==> src/logic/aog_pkg.sv <==
// ==================================================================
// Shared constants for the axis output and general-purpose I/O block.
// ==================================================================
package aog_pkg;

    // ==================================================================
    // Clock and timing figures in their own units.
    // ==================================================================
    localparam int CLK_FREQ_MHZ = 100;      // System clock rate in MHz.
    localparam int CMP_PULSE_US = 1000;     // One-shot compare pulse, 1 ms nominal.
    localparam int CMP_TOL_US = 500;        // Allowed deviation of that pulse, 0.5 ms.
    localparam int SERVO_RETRIG_HZ = 4000;  // Compare retrigger rate on a servo axis.
    localparam int STEP_RETRIG_HZ = 1000;   // Compare retrigger rate on a stepper axis.
    localparam int CAP_RETRIG_HZ = 1000;    // Capture input retrigger rate.
    localparam int CAP_MIN_PULSE_NS = 100;  // Shortest capture pulse that must be seen.

    // ==================================================================
    // Timing counts in clock cycles, derived from the figures above.
    // ==================================================================
    localparam int CMP_PULSE_CYC = CMP_PULSE_US * CLK_FREQ_MHZ;
    localparam int CMP_TOL_CYC = CMP_TOL_US * CLK_FREQ_MHZ;
    localparam int SERVO_GAP_CYC = (CLK_FREQ_MHZ * 1000000 + SERVO_RETRIG_HZ - 1) / SERVO_RETRIG_HZ;
    localparam int STEP_GAP_CYC = (CLK_FREQ_MHZ * 1000000 + STEP_RETRIG_HZ - 1) / STEP_RETRIG_HZ;
    localparam int CAP_GAP_CYC = (CLK_FREQ_MHZ * 1000000 + CAP_RETRIG_HZ - 1) / CAP_RETRIG_HZ;
    localparam int CAP_MIN_PULSE_CYC = (CAP_MIN_PULSE_NS * CLK_FREQ_MHZ + 999) / 1000;

    // ==================================================================
    // Channel layout of the general-purpose I/O banks.
    // ==================================================================
    localparam int NUM_GPIO = 16;       // Inputs and outputs per bank.
    localparam int NUM_CAP = 4;         // Capture-capable inputs, one per axis pair.
    localparam int CAP_STRIDE = 4;      // Inputs 1, 5, 9, 13 sit at indices 0, 4, 8, 12.
    localparam int GPO_CMP_LO = 0;      // Output 1 can show compares of the lower axes.
    localparam int GPO_CMP_HI = 8;      // Output 9 can show compares of the upper axes.

    // ==================================================================
    // Reset values of the output pins.
    // ==================================================================
    localparam logic RST_DRV_DISABLE_N = 1'h0;  // Disable driver sinks during reset.
    localparam logic RST_AMP_ENABLE_N = 1'h1;   // Enable driver released during reset.
    localparam logic RST_FULL_HALF_N = 1'h1;    // Current select inactive high.
    localparam logic RST_CMP_PIN = 1'h0;        // Compare pin at its inactive level.
    localparam logic RST_GPO_PIN = 1'h0;        // Digital outputs at inactive level.

endpackage : aog_pkg
==> src/logic/aog_axis_io.sv <==
`timescale 1ns/100ps
// What this block does
// Disable output sinks when axis off or reset.
// Disable output releases high at once when on.
// Any axis error asserts the disable output.
// Enabled axis drives enable output low.
// Axis off or reset releases enable high.
// Any axis error releases the enable output.
// Compare event drives compare pin, programmable polarity.
// One-shot compare pulse lasts one millisecond.
// Compare retriggers at 4 kHz servo, 1 kHz stepper.
// Compare pin usable as plain digital output.
// Current select idles high, full current low.
// Unipolar mode puts direction on that output.
// Sixteen digital inputs with programmable active level.
// Inputs 1,5,9,13 trigger capture per axis pair.
// Sixteen digital outputs, programmable level, default high.
// Outputs 1 and 9 can show compares.
// Axis pairs share drivers; assignment is selectable.
// Capture fires on rising edge, 100 ns, 1 kHz.
// Counter times pulse; events during it dropped.
module aog_axis_io #(
    parameter int NUM_AXES = 8,
    parameter int CMP_PULSE_CYC = aog_pkg::CMP_PULSE_CYC,
    parameter int SERVO_GAP_CYC = aog_pkg::SERVO_GAP_CYC,
    parameter int STEP_GAP_CYC = aog_pkg::STEP_GAP_CYC,
    parameter int CAP_GAP_CYC = aog_pkg::CAP_GAP_CYC
) (
    input wire logic CLK_IN,
    input wire logic RESETN_IN,
    // Axis state and errors from the motion logic.
    input wire logic [NUM_AXES-1:0] AXIS_ON_IN,
    input wire logic [NUM_AXES-1:0] FOLLOW_ERR_IN,
    input wire logic [NUM_AXES-1:0] LIMIT_ERR_IN,
    input wire logic [NUM_AXES-1:0] AMP_FAULT_IN,
    input wire logic [NUM_AXES-1:0] STEPPER_AXIS_IN,
    // Driver ownership, current select and unipolar direction.
    input wire logic [NUM_AXES/2-1:0] ROUTE_PULSE_AXIS_IN,
    input wire logic [NUM_AXES-1:0] FULL_CURRENT_SELECT_IN,
    input wire logic [NUM_AXES-1:0] UNIPOLAR_MODE_IN,
    input wire logic [NUM_AXES-1:0] UNIPOLAR_DIR_NEG_IN,
    // Position compare.
    input wire logic [NUM_AXES-1:0] CMP_EVENT_IN,
    input wire logic [NUM_AXES-1:0] CMP_ONESHOT_IN,
    input wire logic [NUM_AXES-1:0] CMP_LOW_ACT_IN,
    input wire logic [NUM_AXES-1:0] CMP_AS_GPO_IN,
    input wire logic [NUM_AXES-1:0] CMP_GPO_VAL_IN,
    // General-purpose inputs and capture.
    input wire logic [aog_pkg::NUM_GPIO-1:0] GPI_PIN_IN,
    input wire logic [aog_pkg::NUM_GPIO-1:0] GPI_LOW_ACT_IN,
    input wire logic [aog_pkg::NUM_CAP-1:0] CAP_ENABLE_IN,
    // General-purpose outputs.
    input wire logic [aog_pkg::NUM_GPIO-1:0] GPO_VAL_IN,
    input wire logic [aog_pkg::NUM_GPIO-1:0] GPO_LOW_ACT_IN,
    input wire logic [1:0] GPO_CMP_SEL_IN,
    // Pins and status.
    output logic [NUM_AXES/2-1:0] DRV_DISABLE_N_OUT,
    output logic [NUM_AXES/2-1:0] AMP_ENABLE_N_OUT,
    output logic [NUM_AXES/2-1:0] FULL_HALF_N_OUT,
    output logic [NUM_AXES-1:0] CMP_PIN_OUT,
    output logic [aog_pkg::NUM_GPIO-1:0] GPI_ACTIVE_OUT,
    output logic [aog_pkg::NUM_CAP-1:0] CAPTURE_OUT,
    output logic [aog_pkg::NUM_GPIO-1:0] GPO_PIN_OUT
);

    // Drivers are shared by an analog axis and its pulse partner.
    localparam int NUM_CH = NUM_AXES / 2;
    localparam int CAP_W = $clog2(CAP_GAP_CYC + 1);
    typedef logic [CAP_W-1:0] aog_cap_cnt_t;
    localparam aog_cap_cnt_t CAP_LD = aog_cap_cnt_t'(CAP_GAP_CYC - 1);
    localparam aog_cap_cnt_t CAP_ONE = aog_cap_cnt_t'(1);

    // ==================================================================
    // Elaboration checks.
    // ==================================================================
    // The axis count must pair up and fit the two compare outputs.
    if (NUM_AXES < 2 || NUM_AXES > 8 || (NUM_AXES % 2) != 0) begin : g_bad_axes
        $error("aog_axis_io: NUM_AXES must be 2, 4, 6 or 8.");
    end
    // A capture pulse must survive the two-stage input synchroniser.
    if (aog_pkg::CAP_MIN_PULSE_CYC < 2 || CAP_GAP_CYC < 1) begin : g_bad_cap
        $error("aog_axis_io: capture timing cannot be served at this clock.");
    end

    // ==================================================================
    // Axis enable and disable outputs.
    // ==================================================================
    wire [NUM_AXES-1:0] axis_err;   // Any error on the axis.
    wire [NUM_AXES-1:0] axis_run;   // Axis on and free of errors.
    wire [NUM_CH-1:0] ch_run;       // Run state of the axis that owns the driver.
    wire [NUM_CH-1:0] ch_curr_n;    // Next level of the current or direction pin.
    logic [NUM_CH-1:0] drv_dis_n_q; // Disable pin level, low sinks.
    logic [NUM_CH-1:0] amp_en_n_q;  // Enable pin level, low sinks.
    logic [NUM_CH-1:0] curr_n_q;    // Current or direction pin level.

    // Following error, limit and amplifier fault all count as errors.
    assign axis_err = FOLLOW_ERR_IN | LIMIT_ERR_IN | AMP_FAULT_IN;
    assign axis_run = AXIS_ON_IN & ~axis_err;

    // Each driver follows the analog axis or its pulse partner.
    for (genvar k = 0; k < NUM_CH; k++) begin : g_chan
        wire own_pulse;     // Driver owned by the pulse axis.
        wire own_uni;       // Owner axis is in unipolar mode.
        wire own_dir;       // Owner axis commands the negative direction.
        wire own_full;      // Owner axis selects full current.
        assign own_pulse = ROUTE_PULSE_AXIS_IN[k];
        assign ch_run[k] = own_pulse ? axis_run[k+NUM_CH] : axis_run[k];
        assign own_uni = own_pulse ? UNIPOLAR_MODE_IN[k+NUM_CH] : UNIPOLAR_MODE_IN[k];
        assign own_dir = own_pulse ? UNIPOLAR_DIR_NEG_IN[k+NUM_CH] : UNIPOLAR_DIR_NEG_IN[k];
        assign own_full = own_pulse ? FULL_CURRENT_SELECT_IN[k+NUM_CH] :
                          FULL_CURRENT_SELECT_IN[k];
        // Unipolar mode carries direction; otherwise full current pulls low.
        assign ch_curr_n[k] = own_uni ? !own_dir : !own_full;
    end

    // Driver pin registers; reset holds disable active and enable released.
    always_ff @(posedge CLK_IN) begin
        if (!RESETN_IN) begin
            drv_dis_n_q <= {NUM_CH{aog_pkg::RST_DRV_DISABLE_N}};
            amp_en_n_q <= {NUM_CH{aog_pkg::RST_AMP_ENABLE_N}};
            curr_n_q <= {NUM_CH{aog_pkg::RST_FULL_HALF_N}};
        end else begin
            drv_dis_n_q <= ch_run;
            amp_en_n_q <= ~ch_run;
            curr_n_q <= ch_curr_n;
        end
    end

    assign DRV_DISABLE_N_OUT = drv_dis_n_q;
    assign AMP_ENABLE_N_OUT = amp_en_n_q;
    assign FULL_HALF_N_OUT = curr_n_q;

    // ==================================================================
    // Position compare outputs.
    // ==================================================================
    wire [NUM_AXES-1:0] cmp_act;    // Compare state of each axis.
    wire [NUM_AXES-1:0] cmp_level;  // Active state shown on the pin.
    logic [NUM_AXES-1:0] cmp_pin_q; // Compare pin register.

    // One compare channel per axis.
    for (genvar a = 0; a < NUM_AXES; a++) begin : g_cmp
        aog_cmp_chan #(
            .PULSE_CYC(CMP_PULSE_CYC),
            .SERVO_GAP(SERVO_GAP_CYC),
            .STEP_GAP(STEP_GAP_CYC)
        ) u_cmp (
            .clk_in(CLK_IN),
            .rst_n_in(RESETN_IN),
            .event_in(CMP_EVENT_IN[a]),
            .oneshot_in(CMP_ONESHOT_IN[a]),
            .stepper_in(STEPPER_AXIS_IN[a]),
            .active_out(cmp_act[a]),
            .busy_out()
        );
    end

    // The pin shows either the compare state or a plain output value.
    assign cmp_level = (CMP_AS_GPO_IN & CMP_GPO_VAL_IN) | (~CMP_AS_GPO_IN & cmp_act);

    // Compare pin register with programmable polarity, active high by default.
    always_ff @(posedge CLK_IN) begin
        if (!RESETN_IN) begin
            cmp_pin_q <= {NUM_AXES{aog_pkg::RST_CMP_PIN}};
        end else begin
            cmp_pin_q <= cmp_level ^ CMP_LOW_ACT_IN;
        end
    end

    assign CMP_PIN_OUT = cmp_pin_q;

    // ==================================================================
    // General-purpose inputs and position capture.
    // ==================================================================
    logic [aog_pkg::NUM_GPIO-1:0] gpi_meta_q;   // First synchroniser stage.
    logic [aog_pkg::NUM_GPIO-1:0] gpi_sync_q;   // Second synchroniser stage.
    logic [aog_pkg::NUM_GPIO-1:0] gpi_act_q;    // Input in its active sense.
    logic [aog_pkg::NUM_GPIO-1:0] gpi_prev_q;   // Active sense one cycle earlier.
    logic [aog_pkg::NUM_CAP-1:0] cap_q;         // Capture trigger pulses.
    logic [3:0] gpi_arm_q;                      // Fills with ones as the input chain settles.
    wire [aog_pkg::NUM_CAP-1:0] cap_take;       // Capture accepted this cycle.

    // Pins cross into the clock domain, then take their programmed sense.
    always_ff @(posedge CLK_IN) begin
        if (!RESETN_IN) begin
            gpi_meta_q <= '0;
            gpi_sync_q <= '0;
            gpi_act_q <= '0;
            gpi_prev_q <= '0;
        end else begin
            gpi_meta_q <= GPI_PIN_IN;
            gpi_sync_q <= gpi_meta_q;
            gpi_act_q <= gpi_sync_q ^ GPI_LOW_ACT_IN;
            gpi_prev_q <= gpi_act_q;
        end
    end

    assign GPI_ACTIVE_OUT = gpi_act_q;

    // Edge detection waits until every stage holds a real pin sample.
    // Without it, a pin that idles in its active sense would look like a
    // fresh rising edge straight after reset and fire a false capture.
    always_ff @(posedge CLK_IN) begin
        if (!RESETN_IN) begin
            gpi_arm_q <= 4'h0;
        end else begin
            gpi_arm_q <= {gpi_arm_q[2:0], 1'h1};
        end
    end

    // Inputs 1, 5, 9 and 13 each trigger capture for one axis pair.
    for (genvar p = 0; p < aog_pkg::NUM_CAP; p++) begin : g_cap
        localparam int IDX = p * aog_pkg::CAP_STRIDE;
        aog_cap_cnt_t hold_q;   // Retrigger holdoff count.
        wire rise;              // Rising edge of the active sense.
        assign rise = gpi_arm_q[3] && gpi_act_q[IDX] && !gpi_prev_q[IDX];
        assign cap_take[p] = CAP_ENABLE_IN[p] && rise && (hold_q == '0);

        // Holdoff keeps the retrigger rate at or below its limit.
        always_ff @(posedge CLK_IN) begin
            if (!RESETN_IN) begin
                hold_q <= '0;
            end else if (cap_take[p]) begin
                hold_q <= CAP_LD;
            end else if (hold_q != '0) begin
                hold_q <= hold_q - CAP_ONE;
            end
        end
    end

    // Capture pulses are registered for one cycle.
    always_ff @(posedge CLK_IN) begin
        if (!RESETN_IN) begin
            cap_q <= '0;
        end else begin
            cap_q <= cap_take;
        end
    end

    assign CAPTURE_OUT = cap_q;

    // ==================================================================
    // General-purpose outputs.
    // ==================================================================
    wire cmp_any_lo;                        // Compare on the lower axes.
    wire cmp_any_hi;                        // Compare on the upper axes.
    logic [aog_pkg::NUM_GPIO-1:0] gpo_val;  // Output values before polarity.
    logic [aog_pkg::NUM_GPIO-1:0] gpo_pin_q;// Output pin register.

    assign cmp_any_lo = |cmp_act[NUM_CH-1:0];
    assign cmp_any_hi = |cmp_act[NUM_AXES-1:NUM_CH];

    // Outputs 1 and 9 may carry compare events instead of their value.
    always_comb begin
        gpo_val = GPO_VAL_IN;
        if (GPO_CMP_SEL_IN[0]) begin
            gpo_val[aog_pkg::GPO_CMP_LO] = cmp_any_lo;
        end
        if (GPO_CMP_SEL_IN[1]) begin
            gpo_val[aog_pkg::GPO_CMP_HI] = cmp_any_hi;
        end
    end

    // Output pins, active high unless a bit asks for active low.
    always_ff @(posedge CLK_IN) begin
        if (!RESETN_IN) begin
            gpo_pin_q <= {aog_pkg::NUM_GPIO{aog_pkg::RST_GPO_PIN}};
        end else begin
            gpo_pin_q <= gpo_val ^ GPO_LOW_ACT_IN;
        end
    end

    assign GPO_PIN_OUT = gpo_pin_q;

    for (genvar c = 0; c < NUM_CH; c++) begin : g_chk_ch

    end

    for (genvar q = 0; q < aog_pkg::NUM_CAP; q++) begin : g_chk_cap

    end
endmodule : aog_axis_io

==> src/logic/aog_cmp_chan.sv <==
`timescale 1ns/100ps
// ==================================================================
// One position-compare channel: one-shot timer, toggle mode, holdoff.
// ==================================================================
module aog_cmp_chan #(
    parameter int PULSE_CYC = aog_pkg::CMP_PULSE_CYC,
    parameter int SERVO_GAP = aog_pkg::SERVO_GAP_CYC,
    parameter int STEP_GAP = aog_pkg::STEP_GAP_CYC
) (
    input wire logic clk_in,
    input wire logic rst_n_in,
    input wire logic event_in,
    input wire logic oneshot_in,
    input wire logic stepper_in,
    output logic active_out,
    output logic busy_out
);

    // Counter width that holds the longest of the three counts.
    localparam int MAX_CYC = (PULSE_CYC > SERVO_GAP) ?
        ((PULSE_CYC > STEP_GAP) ? PULSE_CYC : STEP_GAP) :
        ((SERVO_GAP > STEP_GAP) ? SERVO_GAP : STEP_GAP);
    localparam int CNT_W = $clog2(MAX_CYC + 1);
    typedef logic [CNT_W-1:0] aog_cnt_t;
    localparam aog_cnt_t PULSE_LD = aog_cnt_t'(PULSE_CYC);
    localparam aog_cnt_t SERVO_LD = aog_cnt_t'(SERVO_GAP - 1);
    localparam aog_cnt_t STEP_LD = aog_cnt_t'(STEP_GAP - 1);
    localparam aog_cnt_t CNT_ONE = aog_cnt_t'(1);

    // Refuse counts that the counters cannot serve.
    if (PULSE_CYC < 1 || SERVO_GAP < 1 || STEP_GAP < 1) begin : g_bad_cnt
        $error("aog_cmp_chan: every count must be at least one cycle.");
    end

    aog_cnt_t pulse_q;  // Remaining cycles of the one-shot pulse.
    aog_cnt_t pulse_d;  // Next pulse count.
    aog_cnt_t gap_q;    // Remaining cycles before a retrigger is allowed.
    aog_cnt_t gap_d;    // Next holdoff count.
    logic active_q;     // Compare state before polarity.
    logic active_d;     // Next compare state.
    wire busy;          // A pulse or holdoff is still running.
    wire accept;        // Event taken this cycle.

    // An event in the middle of a pulse or holdoff is dropped.
    assign busy = (pulse_q != '0) || (gap_q != '0);
    assign accept = event_in && !busy;
    // The one-shot pulse is loaded on an accepted event and counts down.
    assign pulse_d = (accept && oneshot_in) ? PULSE_LD :
                     ((pulse_q != '0) ? pulse_q - CNT_ONE : '0);
    // The holdoff sets the retrigger rate by axis type.
    assign gap_d = accept ? (stepper_in ? STEP_LD : SERVO_LD) :
                   ((gap_q != '0) ? gap_q - CNT_ONE : '0);
    // One-shot mode shows the running pulse; otherwise each accepted event toggles.
    assign active_d = oneshot_in ? (pulse_d != '0) : (active_q ^ accept);

    // Counters and compare state.
    always_ff @(posedge clk_in) begin
        if (!rst_n_in) begin
            pulse_q <= '0;
            gap_q <= '0;
            active_q <= 1'h0;
        end else begin
            pulse_q <= pulse_d;
            gap_q <= gap_d;
            active_q <= active_d;
        end
    end

    assign active_out = active_q;
    assign busy_out = busy;

    // ==================================================================
    // Checks.
    // ==================================================================
    logic [CNT_W:0] hi_cnt_q;   // Length of the present high phase.
    logic [CNT_W:0] since_q;    // Cycles since the last accepted event.

    // Helper counters that only the checks read.
    always_ff @(posedge clk_in) begin
        if (!rst_n_in) begin
            hi_cnt_q <= '0;
            since_q <= '1;
        end else begin
            hi_cnt_q <= active_q ? hi_cnt_q + 1'h1 : '0;
            since_q <= accept ? '0 : ((&since_q) ? since_q : since_q + 1'h1);
        end
    end
endmodule : aog_cmp_chan

==> config.mk <==
export PLATFORM = sky130hd
export DESIGN_NAME = aog_axis_io
export DESIGN_NICKNAME = d
export VERILOG_FILES = /design/src/logic/aog_pkg.sv /design/src/logic/aog_axis_io.sv /design/src/logic/aog_cmp_chan.sv
export SDC_FILE = /design/constraint.sdc
export NUM_CORES = 1
export LEC_CHECK = 0
export ABC_AREA = 1
export BUFFER_PORTS_ARGS = -buffer_cell sky130_fd_sc_hd__buf_2
export CORE_MARGIN = 1
export CORE_UTILIZATION = 59
export DETAILED_ROUTE_END_ITERATION = 10
export PLACE_DENSITY = 0.92
export SLEW_MARGIN = 25
export SYNTH_ARGS = -nofsm -noshare
export SYNTH_HDL_FRONTEND = slang
export SYNTH_SLANG_ARGS = --single-unit
==> constraint.sdc <==
create_clock -name CLK_IN -period 2.2 [get_ports CLK_IN]
set_input_delay 0.22 -clock CLK_IN [delete_from_list [all_inputs] [get_ports CLK_IN]]
set_output_delay 0.22 -clock CLK_IN [all_outputs]
set_load 0.02 [all_outputs]
# Word-level counts from Yosys, hierarchy flattened
# Cells that the tools add are included.
[classes] muxes=79 reduce_logical=102 bitwise_logic=21 addsub=20
[ops] operator="$mux 17" count=48
[ops] operator="$reduce_bool 17->1" count=28
[ops] operator="$sub 17x1->17 const B" count=20
[ops] operator="$logic_not 17->1" count=4
[ops] operator="$logic_and 1x1->1" count=32
[ops] operator="$xor 16x16->16" count=2
[ops] operator="$mux 1" count=31
[ops] operator="$and 8x8->8" count=3
[ops] operator="$or 8x8->8" count=3
[ops] operator="$logic_not 1->1" count=20
[ops] operator="$not 8->8" count=2
[ops] operator="$logic_or 1x1->1" count=8
[ops] operator="$reduce_bool 2->1" count=4
[ops] operator="$reduce_or 2->1" count=4
[ops] operator="$reduce_or 4->1" count=2
[ops] operator="$xor 1x1->1" count=8
[ops] operator="$xor 8x8->8" count=1
[ops] operator="$not 4->4" count=1
[ops] operator="$not 1->1" count=1
[word_totals] regBits=453

# Longest topological paths before layout
[logic_depth] word_depth=8 ltp_mapped=16 mapped_depth_nobuf=16

# Cells and area by module
# From an unflattened synthesis, not the netlist that was laid out.
[hier_totals] cells_unflattened=3081 hier_area_um2=22180.0
[modules_own_cells] module="aog_cmp_chan (g_cmp[2].u_cmp ...)" cells_per_inst=268 seq_area_each_um2=700.7 n_inst=6 area_each_um2=1886.8
[modules_own_cells] module="aog_axis_io" cells_per_inst=931 seq_area_each_um2=3283.1 n_inst=1 area_each_um2=7058.0
[modules_own_cells] module="aog_cmp_chan (g_cmp[0].u_cmp ...)" cells_per_inst=271 seq_area_each_um2=700.7 n_inst=2 area_each_um2=1900.6

# Worst setup path before layout
# OpenSTA, ideal clock, no wires.
[synth_path] kind="register to register" start="register g_cmp[4].u_cmp.pulse_q[0]" end="register g_cmp[4].u_cmp.active_q" path_slack_ps=449 arrival_time_ps=1642 t_required_ps=2091 path_buffers=1 stages_incl_launch_ff=17 cell_sequence="dfxtp_1 -> inv_1 -> ha_1 -> inv_1 -> nor2_1 -> nand2_1 -> nor2_2 -> nand2_4 -> buf_6 -> nand3_2 -> nand4_1 -> nor2_1 -> nand2_1 -> nor2_1 -> nand3_1 -> nand2_1 -> inv_1"
[synth_between] elab_chain_len=8
[synth_rtl] item="from (decl)" line="aog_cmp_chan.sv:35" source="aog_cnt_t pulse_q;"
[synth_rtl] item="from (signal assigned)" line="aog_cmp_chan.sv:63" source="pulse_q <= pulse_d;"
[synth_rtl] item="branches (longest 7 deep; another with $sub 17x1->17)"
[synth_rtl] item="$mux 1 *" line="aog_cmp_chan.sv:54" source="assign active_d = oneshot_in ? (pulse_d != '0) : (active_q ^ accept);"
[synth_rtl] item="to (signal assigned)" line="aog_cmp_chan.sv:65" source="active_q <= active_d;"
[synth_rtl] item="to (decl)" line="aog_cmp_chan.sv:39" source="logic active_q;"
# Every way passes the cells marked *.
# A chain may end at the register's enable or synchronous reset.

# Worst setup path after layout
[layout_path] start="register g_cmp[7].u_cmp.pulse_q[0]" end="register g_cmp[7].u_cmp.active_q"
[layout_between] elab_chain_len=8
[layout_rtl] item="from (decl)" line="aog_cmp_chan.sv:35"
[layout_rtl] item="from (signal assigned)" line="aog_cmp_chan.sv:63"
[layout_rtl] item="branches (longest 7 deep; another with $sub 17x1->17)"
[layout_rtl] item="$mux 1 *" line="aog_cmp_chan.sv:54"
[layout_rtl] item="to (signal assigned)" line="aog_cmp_chan.sv:65"
[layout_rtl] item="to (decl)" line="aog_cmp_chan.sv:39"
# Marked as above.

==> summary.md <==
| Metric | Value |
|---|---|
| Outcome | `finished clean` |
| Crit path cell chain | `inv_1 > ha_1 > inv_1 > nor2_1 > nand4_4 > nand2_1 > nand3_1 > nor2_1 > nand3_1 > nor2_1 > nand3_1 > nand2_1 > inv_1` |
| Crit path DAT | `2.49 ns` |
| DR WL/cell | `between 10 and 15 microns` |
| Fillers | `around 2.7k` |
| Die area | `between 30000 and 40000 sq um` |
| GP Congestion | `0.920` |
| VDD IR max | `roughly 1.2 mV` |
| Ys Warns | `0` |
| Layout cells sized above 1 | `0.151` |
| Unrepaired setup endpoints after global routing | `no` |
| Clock Pin Slew Worst Setup and Hold Paths | `around 0.06 ns` |
| Post-Syn Area per Cell | `7.19 sq um` |
| Design Power | `between 40000 and 50000 uW` |
| Pre-Repair DR Iteration Count | `6` |
| Worst Path Buf+Inv | `3` |
| Critical path's slowest cell | `dfxtp_1` |
| Maximum net fanout on the critical path | `9` |
| F_max | `around 0.50 GHz` |
| Combinational power share | `0.503` |
| Largest net degree at the start of global routing | `67` |
| Vias in the first global route | `just over 20k` |
| Cell family with most CP delay | `simple AND/OR/NAND/NOR gates` |
| Via density per instance | `~5.4` |
| Die X | `around 200 microns` |
| Worst r2r path cells | `13` |
| DR iter-0 viols | `about 1.4k` |
| Layout area overhead | `19.5%` |
| PortBufs | `about 240` |
| Switching part of the total power | `0.450` |
| P_leak | `between 0.01 and 0.015 uW` |
| Global Route Usage Sum | `0.289` |
| Number of buffers created by CTS | `46` |
| Net Switching | `~19000 uW` |
| Post-Syn Nets | `between 3k and 4k` |
| Final Max Tran Viols | `0` |
| Seq pwr share | `0.305` |
| Worst path max stage delay | `around 0.3 ns` |
| Post-CTS sizing | `0` |
| Total number of vias | `between 20k and 25k` |
| Chip height | `approximately 200 microns` |
| P per Cell Area | `1550 nW/um^2` |
| Internal power | `between 20000 and 25000 uW` |
| Hpwl dp | `approximately 36 mm` |
| CTS tree | `done` |
| Clk buf depth | `3` |
| Fin Setup TNS | `0 ns` |
| # IOs | `about 240` |
| Top FF cell, synth | `dfxtp_1` |
| CTS H-tree depth | `2` |
| Seq/Total Area, Yosys | `0.400` |
| CP Data Required Time | `approximately 2.7 ns` |
| Ys async rst share | `0` |
| Final nets | `3662` |
| EDFF count, synth | `0` |
| CTS sink cnt | `roughly 440` |
| Remaining global-route overflow | `0` |
| Worst Hold Class | `in2reg` |
| Critical path class | `reg2reg` |
| Clk_lat worst skew | `~0.57 ns` |
| Drt total wl | `55.7 mm` |
| Fin crit share | `0.917` |
| Global-route wire length before repair | `between 90 and 100 mm` |
| DR DRC count | `0` |
| Root Buffer | `clkbuf_16` |
| Clk pwr share | `0.193` |
| Routed Antenna Nets | `0` |
| Core ar. | `roughly 37000 sq um` |
| Hold Violations, Final | `0` |
| CP Depth | `13` |
| Final setup viols | `0` |
| Distinct cells, synth | `61` |
| Number of synthesized register bits | `444` |
| Std-Cell Rows | `70` |
| Maxcap violations | `0` |
| Mapped Area | `about 22000 sq um` |
| Relative slew slack | `0.631` |
| Fin Clk Skew | `0.0181 ns` |
| Post-route minimum period | `slightly above 2 ns` |
| Setup crit start kind | `register` |
| Syn Inst Count | `3089` |
| Hold depth | `4` |
| Starting Density | `0.604` |
| Setup crit end kind | `register` |
| Initial antenna violation count | `1` |
| Worst-Margin Slew | `between 0.5 and 0.6 ns` |
-- placed cells by master, fill, tap and decap left out, types with 5 or more instances in the layout --
cell and n:
clkbuf_8 8, clkbuf_1 6, nand3b_1 16, o31ai_1 17, nor3_2 28, nor2_2 36, a21oi_1 147, nor2_4 23
mux2i_1 7, clkinv_2 12, xnor2_1 62, nor4_1 25, nand4_1 47, dfxtp_1 444, a31oi_1 17, o21a_1 7
o21ai_1 20, clkbuf_16 46, xor2_1 86, or2_1 11, buf_2 234, inv_1 380, dlygate4sd3_1 107, nand3_1 206
buf_4 14, nor3_1 78, clkinvlp_4 5, inv_2 26, nor3b_1 8, nand4_4 6, o21ai_0 112, ha_1 36
nand2_1 534, o22ai_1 9, nand2_2 15, o21bai_1 11, nor2_1 530, or2_2 20, nand3_2 15
-- cell families after synthesis --
family / after synthesis / synth area share
xor gates and xnor gates: 148 / 0.0584
muxes: 7 / 0.00316
and+or+nand+nor: 1620 / 0.344
DFF: 444 / 0.400
adders and majority gates: 36 / 0.0203
buffers and inverters: 463 / 0.0798
AOI/OAI and AO/OA: 371 / 0.0938
-- final timing paths --
check / startpoint / to / slack (ns)
setup / recovery: g_cmp[7].u_cmp.pulse_q[0] / g_cmp[7].u_cmp.active_out / 0.18
hold / removal: STEPPER_AXIS_IN[6] / g_cmp[6].u_cmp.gap_q[5] / 0.03
setup reg to reg: g_cmp[7].u_cmp.pulse_q[0] / g_cmp[7].u_cmp.active_out / 0.18
hold reg to reg: gpi_meta_q[12] / gpi_sync_q[12] / 0.41
-- power by group through the flow --
stage          clock (uW)  sequential [uW]  combinational, uW
4_1_cts              8010            12500              20300
5_1_grt              8390            12800              23500
2_1_floorplan           0            12200              16400
3_5_place_dp            0            12600              19900
6_report             7930            12500              20700
3_3_place_gp            0            12500              19300
-- cell usage after synthesis, types with 6 or more instances --
| library cell | count | share of area |
|---|---|---|
| o21bai_1 | 11 | 0.0037 |
| a31oi_1 | 17 | 0.0048 |
| or2_1 | 11 | 0.0031 |
| xnor2_1 | 62 | 0.024 |
| or2_2 | 20 | 0.0056 |
| a21oi_1 | 147 | 0.033 |
| o21ai_0 | 112 | 0.025 |
| nor2_1 | 530 | 0.090 |
| nand3b_1 | 16 | 0.0054 |
| dfxtp_1 | 444 | 0.40 |
| o22ai_1 | 9 | 0.0025 |
| o21ai_1 | 20 | 0.0045 |
| nor3_2 | 28 | 0.013 |
| nand2_2 | 15 | 0.0042 |
| ha_1 | 36 | 0.020 |
| clkbuf_1 | 28 | 0.0047 |
| nor3b_1 | 8 | 0.0027 |
| nand2_1 | 534 | 0.090 |
| nor2_2 | 36 | 0.010 |
| buf_1 | 9 | 0.0015 |
| nand4_1 | 47 | 0.013 |
| nor2_4 | 23 | 0.012 |
| nor4_1 | 25 | 0.0070 |
| inv_2 | 27 | 0.0046 |
| inv_1 | 380 | 0.064 |
| o21a_1 | 7 | 0.0024 |
| nand3_1 | 206 | 0.046 |
| buf_2 | 10 | 0.0023 |
| o31ai_1 | 17 | 0.0057 |
| nand4_4 | 6 | 0.0057 |
| nand3_2 | 15 | 0.0068 |
| xor2_1 | 86 | 0.034 |
| nor3_1 | 78 | 0.018 |
| mux2i_1 | 7 | 0.0032 |
-- stage by stage --
stage	hold slack, ns	cells	util	worst slack [ns]	area, sq um
floorplan	0.248	3089	-	0.449	22200
global placement	0.392	3757	0.650	0.305	23900
detailed placement	0.399	3757	0.650	0.182	23900
CTS	0.00163	3947	0.721	0.194	26500
global route	0.0568	3950	0.721	0.000169	26500
finish	0.0340	3951	0.722	0.184	26500
-- worst reg2reg max path, delay by kind of cell, from the launching register on --
kind,cells,cell delay [ns]
flops,1,0.30
simple gates,9,1.23
fa+ha+maj,1,0.17
buf+inv,3,0.22
-- layout make-up --
class,count,area (sq um),share of cell area
clock inverter,23,250,0.00943
antenna,2,5.00,0.000189
clock buffer,60,1280,0.0484
sequential,444,8890,0.335
timing repair buffer,359,2430,0.0914
tap,468,586,0.0221
multi-input combinational,2182,11500,0.435
inverter,413,1560,0.0588
-- layer usage --
layer  up-vias  GRT usage  wire length [microns]  share of wire
met5         -          0                      0              0
met3       184     0.0517                   3270          0.059
met1      9844      0.333                  22800           0.41
met2       730      0.515                  27400           0.49
li1      10700          -                      -              -
met4         0      0.139                   2280          0.041
-- registers in the layout, summed over array words and instances (netlist names) --
| register | flops |
|---|---|
| GPI_ACTIVE_OUT | 16 |
| g_cmp.u_cmp.gap_q | 136 |
| gpi_sync_q | 16 |
| g_cmp.u_cmp.pulse_q | 136 |
| gpi_meta_q | 16 |
| gpi_arm_q | 4 |
| CAPTURE_OUT | 4 |
| AMP_ENABLE_N_OUT | 4 |
| gpi_prev_q | 4 |
| g_cmp.u_cmp.active_out | 8 |
| GPO_PIN_OUT | 16 |
| g_cap.hold_q | 68 |
| DRV_DISABLE_N_OUT | 4 |
| CMP_PIN_OUT | 8 |
| FULL_HALF_N_OUT | 4 |
-- timing repair --
action	in CTS	in global routing
setup endpoints to repair	0	11
buffers inserted	0	2
hold buffers	107	0
endpoints found under the hold margin	94	0
Note: power is estimated with default switching activity, not from simulation.
